`config.mk`:
```
export PLATFORM = sky130hd
export DESIGN_NAME = omc_clock_gating
export DESIGN_NICKNAME = d
export VERILOG_FILES = /design/src/rtl/omc_pkg.sv /design/src/rtl/omc_clock_gating.sv /design/src/rtl/omc_divider.sv /design/src/rtl/omc_mode_fsm.sv
export SDC_FILE = /design/constraint.sdc
export NUM_CORES = 1
export LEC_CHECK = 0
export BUFFER_PORTS_ARGS = -buffer_cell sky130_fd_sc_hd__buf_4
export CORE_MARGIN = 1.5
export CORE_UTILIZATION = 59
export CTS_BUF_LIST = sky130_fd_sc_hd__clkbuf_4 sky130_fd_sc_hd__clkbuf_8
export DETAILED_ROUTE_END_ITERATION = 7
export GPL_TIMING_DRIVEN = 0
export PLACE_DENSITY = 0.87
export SLEW_MARGIN = 30
export SYNTH_ARGS = -nofsm -noshare
export SYNTH_HDL_FRONTEND = slang
export SYNTH_SLANG_ARGS = --single-unit
```
`constraint.sdc`:
```
create_clock -name core_clk_in -period 2.9 [get_ports core_clk_in]
set_input_delay 0.29 -clock core_clk_in [delete_from_list [all_inputs] [get_ports core_clk_in]]
set_output_delay 0.29 -clock core_clk_in [all_outputs]
set_load 0.01 [all_outputs]
```
`src/rtl/omc_pkg.sv`:
```
// Purpose: constants and types for the operating mode clock gating block
// Assumes: one 200 MHz core clock, 8-bit register port
// Notes:   register offsets are local choices
package omc_pkg;
	// ************************************************************
	// register map
	// ************************************************************
	localparam logic [3:0] OMC_ADDR_SCC    = 4'h0; // system clock control
	localparam logic [3:0] OMC_ADDR_OSC    = 4'h1; // oscillator / watchdog control
	localparam logic [3:0] OMC_ADDR_STATUS = 4'h2; // mode and gate status
	localparam logic [7:0] OMC_SCC_RESET   = 8'h00; // select 000, keeps off
	localparam logic [7:0] OMC_OSC_RESET   = 8'h01; // fast osc enable set
	localparam int OMC_SEL_HI  = 7;  // select field top bit
	localparam int OMC_SEL_LO  = 5;  // select field low bit
	localparam int OMC_HS_KEEP = 1;  // high-speed idle keep
	localparam int OMC_LS_KEEP = 0;  // low-speed idle keep
	localparam int OMC_HS_EN   = 0;  // fast oscillator enable (osc reg)
	localparam int OMC_WDT_EN  = 1;  // watchdog enable (osc reg)
	localparam logic [2:0] OMC_SEL_SUB = 3'h7; // select code for sub clock
	localparam logic [5:0] OMC_DIV_ONE = 6'h00; // divider terminal value

	// ************************************************************
	// operating modes and gate bundle
	// ************************************************************
	typedef enum logic [2:0] {
		OMC_FAST, OMC_SLOW, OMC_SLEEP, OMC_IDLE_LS, OMC_IDLE_BOTH, OMC_IDLE_HS
	} omc_mode_t;

	typedef struct packed {
		logic cpu_clk_en;  // cpu clock gate
		logic hs_osc_en;   // fast oscillator run
		logic sub_clk_en;  // sub clock to peripherals
		logic low_speed_rc_osc_en;     // slow oscillator run
	} omc_gates_t;
endpackage

```
`src/rtl/omc_clock_gating.sv`:
```
// Purpose: operating mode controller, top level with register port
// Assumes: halt/wake from cpu core are synchronous to core_clk_in
// Notes:   clock gates are registered enables, not glitch-free clock cells
//
// Local design decisions: the register offsets and the plain strobed port.
module omc_clock_gating (
	input  wire logic        core_clk_in,   // core clock 200 MHz
	input  wire logic        reset_n_in,    // async reset, low
	input  wire logic [3:0]  addr_in,       // register address
	input  wire logic [7:0]  wdata_in,      // write data
	input  wire logic        wr_in,         // write strobe
	input  wire logic        rd_in,         // read strobe
	input  wire logic        halt_in,       // halt instruction pulse
	input  wire logic        wake_in,       // wake event pulse
	output logic [7:0]       rdata_out,     // read data, one cycle later
	output omc_pkg::omc_gates_t gates_out,  // oscillator and clock gates
	output logic             sys_tick_out,  // system clock enable tick
	output omc_pkg::omc_mode_t  mode_out    // current mode (registered)
);
	import omc_pkg::*;

	// ************************************************************
	// registers
	// ************************************************************
	logic [7:0] system_clock_ctrl_reg;   // select and keeps
	logic [7:0] osc_ctrl;                // osc enable, watchdog enable
	omc_mode_t  mode;                    // fsm state
	omc_gates_t next_gates;              // gate decode
	logic       div_tick;                // divided fast tick
	logic [7:0] next_rdata;              // read mux
	wire  [2:0] sys_clk_select = system_clock_ctrl_reg[OMC_SEL_HI:OMC_SEL_LO];
	wire        hs_idle_keep = system_clock_ctrl_reg[OMC_HS_KEEP];
	wire        ls_idle_keep = system_clock_ctrl_reg[OMC_LS_KEEP];
	wire        hs_en = osc_ctrl[OMC_HS_EN];
	wire        wdt_en = osc_ctrl[OMC_WDT_EN];
	wire        wr_scc = wr_in && (addr_in == OMC_ADDR_SCC);
	wire        wr_osc = wr_in && (addr_in == OMC_ADDR_OSC);

	// only bits 7-5, 1, 0 are kept
	localparam logic [7:0] SCC_MASK = 8'he3;
	localparam logic [7:0] OSC_MASK = 8'h03;

	// register writes; unused bits read zero
	always_ff @(posedge core_clk_in or negedge reset_n_in) begin
		if (!reset_n_in) begin
			system_clock_ctrl_reg <= OMC_SCC_RESET;
			osc_ctrl              <= OMC_OSC_RESET;
		end else begin
			if (wr_scc) system_clock_ctrl_reg <= wdata_in & SCC_MASK;
			if (wr_osc) osc_ctrl <= wdata_in & OSC_MASK;
		end
	end

	// ************************************************************
	// mode machine and divider
	// ************************************************************
	omc_mode_fsm u_fsm (
		.core_clk_in (core_clk_in),
		.reset_n_in  (reset_n_in),
		.halt_in     (halt_in),
		.wake_in     (wake_in),
		.hs_keep_in  (hs_idle_keep),
		.ls_keep_in  (ls_idle_keep),
		.sel_in      (sys_clk_select),
		.mode_out    (mode)
	);

	omc_divider u_div (
		.core_clk_in (core_clk_in),
		.reset_n_in  (reset_n_in),
		.run_in      (next_gates.hs_osc_en),
		.sel_in      (sys_clk_select),
		.tick_out    (div_tick)
	);

	// ************************************************************
	// gate decode per mode
	// ************************************************************
	always_comb begin
		next_gates = '{cpu_clk_en: 1'b0, hs_osc_en: 1'b0, sub_clk_en: 1'b0, low_speed_rc_osc_en: 1'b0};
		case (mode)
			OMC_FAST: next_gates = '{1'b1, 1'b1, 1'b1, 1'b1};
			OMC_SLOW: next_gates = '{1'b1, hs_en, 1'b1, 1'b1};
			OMC_SLEEP: next_gates = '{1'b0, 1'b0, 1'b0, wdt_en};
			OMC_IDLE_LS: next_gates = '{1'b0, 1'b0, 1'b1, 1'b1};
			OMC_IDLE_BOTH: next_gates = '{1'b0, 1'b1, 1'b1, 1'b1};
			OMC_IDLE_HS: next_gates = '{1'b0, 1'b1, 1'b0, 1'b0};
			default: next_gates = '{1'b1, 1'b1, 1'b1, 1'b1};
		endcase
	end

	// read mux; unmapped reads zero
	always_comb begin
		case (addr_in)
			OMC_ADDR_SCC:    next_rdata = system_clock_ctrl_reg;
			OMC_ADDR_OSC:    next_rdata = osc_ctrl;
			OMC_ADDR_STATUS: next_rdata = {1'b0, mode, next_gates};
			default:         next_rdata = 8'h00;
		endcase
	end

	// ************************************************************
	// registered outputs
	// ************************************************************
	always_ff @(posedge core_clk_in or negedge reset_n_in) begin
		if (!reset_n_in) begin
			rdata_out    <= 8'h00;
			gates_out    <= '{1'b1, 1'b1, 1'b1, 1'b1};
			sys_tick_out <= 1'b0;
			mode_out     <= OMC_FAST;
		end else begin
			rdata_out    <= rd_in ? next_rdata : 8'h00;
			gates_out    <= next_gates;
			// slow tick is sub clock enable (whole core clock)
			sys_tick_out <= next_gates.cpu_clk_en
				& ((mode == OMC_SLOW) ? 1'b1 : div_tick);
			mode_out     <= mode;
		end
	end
endmodule // omc_clock_gating

```
`src/rtl/omc_divider.sv`:
```
// Purpose: fast clock prescaler producing a tick each 2^sel cycles
// Assumes: sel below 7, power-of-two ratios 1..64
// Notes:   output is a registered enable tick, not a new clock
module omc_divider (
	input  wire logic       core_clk_in,   // core clock
	input  wire logic       reset_n_in,    // async reset, low
	input  wire logic       run_in,        // fast oscillator running
	input  wire logic [2:0] sel_in,        // divide select
	output logic            tick_out       // divided tick
);
	import omc_pkg::*;
	logic [5:0] count;       // free count
	logic [5:0] mask;        // low bits to wrap on
	wire        wrap;        // ratio reached

	// ratio 2^sel as a mask of low ones
	assign mask = 6'(({6'h00, 1'b1} << sel_in) - 7'h01);
	assign wrap = (count & mask) == OMC_DIV_ONE;

	// ************************************************************
	// counter and tick
	// ************************************************************
	always_ff @(posedge core_clk_in or negedge reset_n_in) begin
		if (!reset_n_in) begin
			count    <= 6'h00;
			tick_out <= 1'b0;
		end else begin
			count    <= run_in ? 6'(count + 6'h01) : 6'h00;
			tick_out <= run_in & wrap;
		end
	end
endmodule // omc_divider

```
`src/rtl/omc_mode_fsm.sv`:
```
// Purpose: mode state machine for run and halt modes
// Assumes: halt and wake are single-cycle pulses on core clock
// Notes:   keep bits sampled only on halt
module omc_mode_fsm (
	input  wire logic             core_clk_in,  // core clock
	input  wire logic             reset_n_in,   // async reset, low
	input  wire logic             halt_in,      // halt executed
	input  wire logic             wake_in,      // wake event
	input  wire logic             hs_keep_in,   // high-speed idle keep
	input  wire logic             ls_keep_in,   // low-speed idle keep
	input  wire logic [2:0]       sel_in,       // clock select
	output omc_pkg::omc_mode_t    mode_out      // current mode
);
	import omc_pkg::*;
	omc_mode_t next_mode;    // next state
	omc_mode_t run_mode;     // running mode from select
	omc_mode_t halt_mode;    // halted mode from keep bits

	assign run_mode = (sel_in == OMC_SEL_SUB) ? OMC_SLOW : OMC_FAST;
	// keeps only used here, at halt
	assign halt_mode = !hs_keep_in ? (ls_keep_in ? OMC_IDLE_LS : OMC_SLEEP)
		: (ls_keep_in ? OMC_IDLE_BOTH : OMC_IDLE_HS);

	// ************************************************************
	// next state
	// ************************************************************
	always_comb begin
		next_mode = mode_out;
		case (mode_out)
			OMC_FAST, OMC_SLOW: begin
				if (halt_in) next_mode = halt_mode;
				else next_mode = run_mode;
			end
			OMC_SLEEP, OMC_IDLE_LS, OMC_IDLE_BOTH, OMC_IDLE_HS: begin
				// wake returns to selected running mode
				if (wake_in) next_mode = run_mode;
			end
			default: next_mode = OMC_FAST;
		endcase
	end

	always_ff @(posedge core_clk_in or negedge reset_n_in) begin
		if (!reset_n_in) mode_out <= OMC_FAST;
		else mode_out <= next_mode;
	end
endmodule // omc_mode_fsm

```
After elaboration in Yosys (flattened, before gate mapping)
Cells that the tools add are included.
{"block": "op_classes", "addsub": 2, "n_eq_ne": 9, "shifts": 1, "mux": 12, "bitwise": 3, "reduce_logical": 7}
{"operator": "$pmux W8 S3", "count": 1}
{"operator": "$pmux W4 S5", "count": 1}
{"operator": "$eq A3 B3 Y1 const B", "count": 3}
{"operator": "$mux W3", "count": 3}
{"operator": "$mux W8", "count": 1}
{"operator": "$add A6 B1 Y6 const B", "count": 1}
{"operator": "$and A6 B6 Y6", "count": 1}
{"operator": "$eq A3 B2 Y1 const B", "count": 2}
{"operator": "$logic_not A6 Y1", "count": 1}
{"operator": "$mux W6", "count": 1}
{"operator": "$pmux W3 S2", "count": 1}
{"operator": "$shl A1 B3 Y6 const A", "count": 1}
{"operator": "$sub A6 B1 Y6 const B", "count": 1}
{"operator": "$eq A4 B1 Y1 const B", "count": 1}
{"operator": "$eq A4 B2 Y1 const B", "count": 1}
{"operator": "$logic_not A4 Y1", "count": 1}
{"operator": "$mux W1", "count": 4}
{"operator": "$reduce_or A4 Y1", "count": 1}
{"operator": "$eq A3 B1 Y1 const B", "count": 1}
{"operator": "$logic_not A3 Y1", "count": 1}
{"operator": "$and A1 B1 Y1", "count": 2}
{"operator": "$logic_and A1 B1 Y1", "count": 2}
{"operator": "$ne A2 B2 Y1 const B", "count": 1}
{"operator": "$reduce_or A2 Y1", "count": 1}
{"block": "word_totals", "regBits": 33, "in_bits": 18, "out_inout_bits": 16}

Logic depth before layout (Yosys ltp)
{"block": "logic_depth", "depth_word": 5, "ltp_mapped": 8}

Modules after synthesis
Synthesis repeated with hierarchy kept, for this count alone.
{"block": "unflattened", "hier_cells": 120, "area_unflattened_um2": 1430.1}
{"module": "omc_clock_gating", "instances": 1, "cells_each": 69, "area_each_um2": 895.9}
{"module": "omc_divider", "instances": 1, "cells_each": 30, "area_each_um2": 332.8}
{"module": "omc_mode_fsm", "instances": 1, "cells_each": 21, "area_each_um2": 201.4}

Worst setup path before layout
No wires, ideal clock.
{"block": "synth_path", "path_kind": "register to register", "from": "register system_clock_ctrl_reg[6]", "to": "register u_div.tick_out", "setup_ns": 0.094, "arrival_ns": 1.773, "t_required_ns": 2.806, "path_slack_ns": 1.034, "path_stages_with_launch": 7, "n_path_buf": 1, "period_less_slack_ns": 1.866, "path_cell_list": "dfrtp_1 buf_6 or3_2 ha_1 xor2_1 a221o_1 a221oi_2"}
{"block": "synth_via", "elab_chain_len": 5}
{"item": "start: declaration", "line_no": "omc_clock_gating.sv:25", "source": "logic [7:0] system_clock_ctrl_reg;"}
{"item": "start signal: assignment", "line_no": "omc_clock_gating.sv:49", "source": "if (wr_scc) system_clock_ctrl_reg <= wdata_in & SCC_MASK;"}
{"item": "$shl A1 B3 Y6", "line_no": "omc_divider.sv:17", "source": "assign mask = 6'(({6'h00, 1'b1} << sel_in) - 7'h01);"}
{"item": "$sub A6 B1 Y6", "line_no": "omc_divider.sv:17"}
{"item": "$and A6 B6 Y6", "line_no": "omc_divider.sv:18", "source": "assign wrap = (count & mask) == OMC_DIV_ONE;"}
{"item": "$logic_not A6 Y1", "line_no": "omc_divider.sv:18"}
{"item": "$and A1 B1 Y1", "line_no": "omc_divider.sv:29", "source": "tick_out <= run_in & wrap;"}
{"item": "end signal: assignment", "line_no": "omc_divider.sv:29"}
{"item": "end: declaration", "line_no": "omc_divider.sv:9", "source": "output logic tick_out"}
No other way between the ends.
A chain may end at the register's enable or synchronous reset.

Worst setup path in the final report
{"block": "layout_path", "from": "register system_clock_ctrl_reg[5]", "to": "register u_div.tick_out"}
The elaborated chain is that of the path after synthesis.

==> metrics.cfg <==
[drt]
drt_first_pass_iters=4
routed_via_density=5.51
vias=1074
wl_per_cell_um=14.4
drt.antenna.violating_nets=0
wirelength_um=2800
first_iter_violations=19
drc=0

[global_routing]
grtUsageTotal=0.244
antenna_found_initial=0
grt_first_pass_wirelength_um=4600
grt_max_degree=34
overflow=0
grt_pass1_vias=1046

[synth]
yosysSeqAreaShare=0.576
syn_area_um2=1440
synth.top_cells.by_count=dfrtp_1 (28), nor2_1 (20), a21oi_1 (8), inv_1 (7), nand3_1 (7)
synthFlopType=dfrtp_1
synth-seq-cells=33
synth.distinct_cells=37
syn_avg_cell_area_um2=11.2
synth_edf_count=0
syn_nets=149
synthTopCellsByArea=dfrtp_1 (49%), dfstp_2 (9.1%), nor2_1 (5.2%), mux2_2 (4.7%), a21oi_1 (2.8%)
synth_most_common_cell=dfrtp_1
yosysWarnings=0
yosysTopAreaCell=dfrtp_1
syn_inst=129
yosys.area.top_type_share=0.485
async_flop_share=1.00

[die]
fp.dieW_um=52.5
coreArea_um2=2250
ios=34
dieArea_um2=2750
fp.dieH_um=52.5
row_count=17
start_util=0.640

[status]
status=completed

[clock_tree]
root_buffer=clkbuf_4
cts_buffers=5
clock_latency_ns=0.34
path_clk_slew_ns=0.09
htreeDepth=2
cts_buffer_depth=2
cts_tree=built
clock_sinks=33

[setup_path]
critical_path_required_ns=3.15
critPathLaunchType=register
critPathMaxFanout=8
crit_start=system_clock_ctrl_reg[5]
rr_endpoint=u_div.tick_out
cp-endpoint=u_div.tick_out
crit_type=reg -> reg
worstReg2RegStart=system_clock_ctrl_reg[5]
worst_setup_path_end_kind=register
worst_ep_arrival_time_ns=2.23
r2r_slack_ns=0.92
worstRegToRegCells=5

[sta]
setup_viol=0
finalClockSkew_ns=0.00688
relSlewSlack=0.707
hold_violations=0
fin_crit_ns=1.98
rsz0062_at_grt=no
max_freq_ghz=0.506
fin_crit_sh=0.682
setup_tns_ns=0
tightest_slew_ns=0.439
slew_violations=0

[placed_design]
globalplace.congestion=0.828
dp_hpwl_um=2010
port_buffers=29

[final_layout]
largest_reg_flops=8
fill_cells=137
nets=186
syn_to_final_growth_pct=22.0
antenna_cells=0
multi_input_area_um2=561
ff_latch_area_um2=832
postLayoutCoreUtil=0.781
drive_gt1_frac=0.329

[hold_path]
min_path_cells=2
hp-class=in -> reg

[power_and_ir_drop]
vdd_drop_max_mv=0.601
leakagePower_nw=0.852
p_per_area_nw_per_um2=776

[run]
maxCapViolations=0

[timing repair]
item | 4_1_cts | 5_1_grt
endpoints found under the hold margin | 28 | 0
setup endpoints to repair | 0 | 0
buffers inserted | 0 | 0
hold buffers | 1 | 0
resized for setup | 0 | 0
[layer usage]
metal	vias up	part of all wire	GRT usage
met5	-	0	0
li1	519	-	-
met2	26	0.53	0.410
met3	6	0.031	0.0629
met4	0	0.021	0.162
met1	523	0.42	0.270
[power by group]
part | internal (mW) | total (mW) | switching, mW | leakage [nW]
registers | 0.593 | 0.676 | 0.0834 | 0.420
clock network | 0.102 | 0.253 | 0.152 | 0.0354
logic | 0.212 | 0.438 | 0.226 | 0.397
total | 0.907 | 1.37 | 0.461 | 0.852
[final cells by class]
| class | count | area share |
|---|---|---|
| Tap cell | 28 | 0.0199 |
| Clock buffer | 6 | 0.0256 |
| Multi-Input combinational cell | 85 | 0.318 |
| Clock inverter | 2 | 0.00568 |
| Sequential cell | 33 | 0.472 |
| Buffer | 4 | 0.0142 |
| Timing Repair Buffer | 30 | 0.129 |
| Inverter | 7 | 0.0149 |
[placed cells by master, fill, tap and decap left out, types with 3 or more instances in the layout]
cell,synthesis,layout
nor2_1,20,20
dfstp_2,5,5
nor2b_1,3,3
inv_1,7,7
xor2_1,4,4
mux2_2,6,6
buf_4,0,29
nand3_1,7,7
clkbuf_4,0,6
dfrtp_1,28,28
nand2_1,5,5
mux2i_1,3,3
a21oi_1,8,8
nor3b_1,3,3
[how the worst min path moves through the flow]
stage / end / slack [ns] / start
after floorplan: mode_out[0] / -0.006 / reset_n_in
final: system_clock_ctrl_reg[0] / 0.18 / wdata_in[0]
after detailed placement: mode_out[2] / 0.25 / reset_n_in
after global routing: system_clock_ctrl_reg[0] / 0.17 / wdata_in[0]
after CTS: system_clock_ctrl_reg[0] / 0.17 / wdata_in[0]
after global placement: rdata_out[3] / 0.24 / reset_n_in
[cells by family (layout without fill, tap and decap cells)]
family	count (synthesis)	in the layout	synth area share
muxes	10	10	0.0754
DFF	33	33	0.576
buffers and inverters	11	49	0.0355
adders and majority gates	2	2	0.0173
AOI/OAI and AO/OA	19	19	0.0901
and+or+nand+nor	48	48	0.169
xor gates and xnor gates	6	6	0.0364
[critical path, stage by stage, from the launching register on]
cell      delay, ns
dfrtp_1        0.46
or3_2          0.52
ha_1           0.27
xor2_1         0.17
a221o_1        0.31
a221oi_2       0.16
[through the flow]
| stage | power [mW] | area [um2] | setup slack (ns) | hold slack [ns] | cells |
|---|---|---|---|---|---|
| 2_1_floorplan | 0.954 | 1440 | 1.03 | -0.00559 | 129 |
| 4_1_cts | 1.37 | 1760 | 0.925 | 0.166 | 195 |
| 3_5_place_dp | 1.12 | 1700 | 0.952 | 0.247 | 186 |
| 6_report | 1.37 | 1760 | 0.923 | 0.176 | 195 |
| 3_3_place_gp | 1.10 | 1700 | 0.986 | 0.239 | 186 |
| 5_1_grt | 1.46 | 1760 | 0.833 | 0.169 | 195 |
Note: power is estimated with default switching activity, not from simulation.
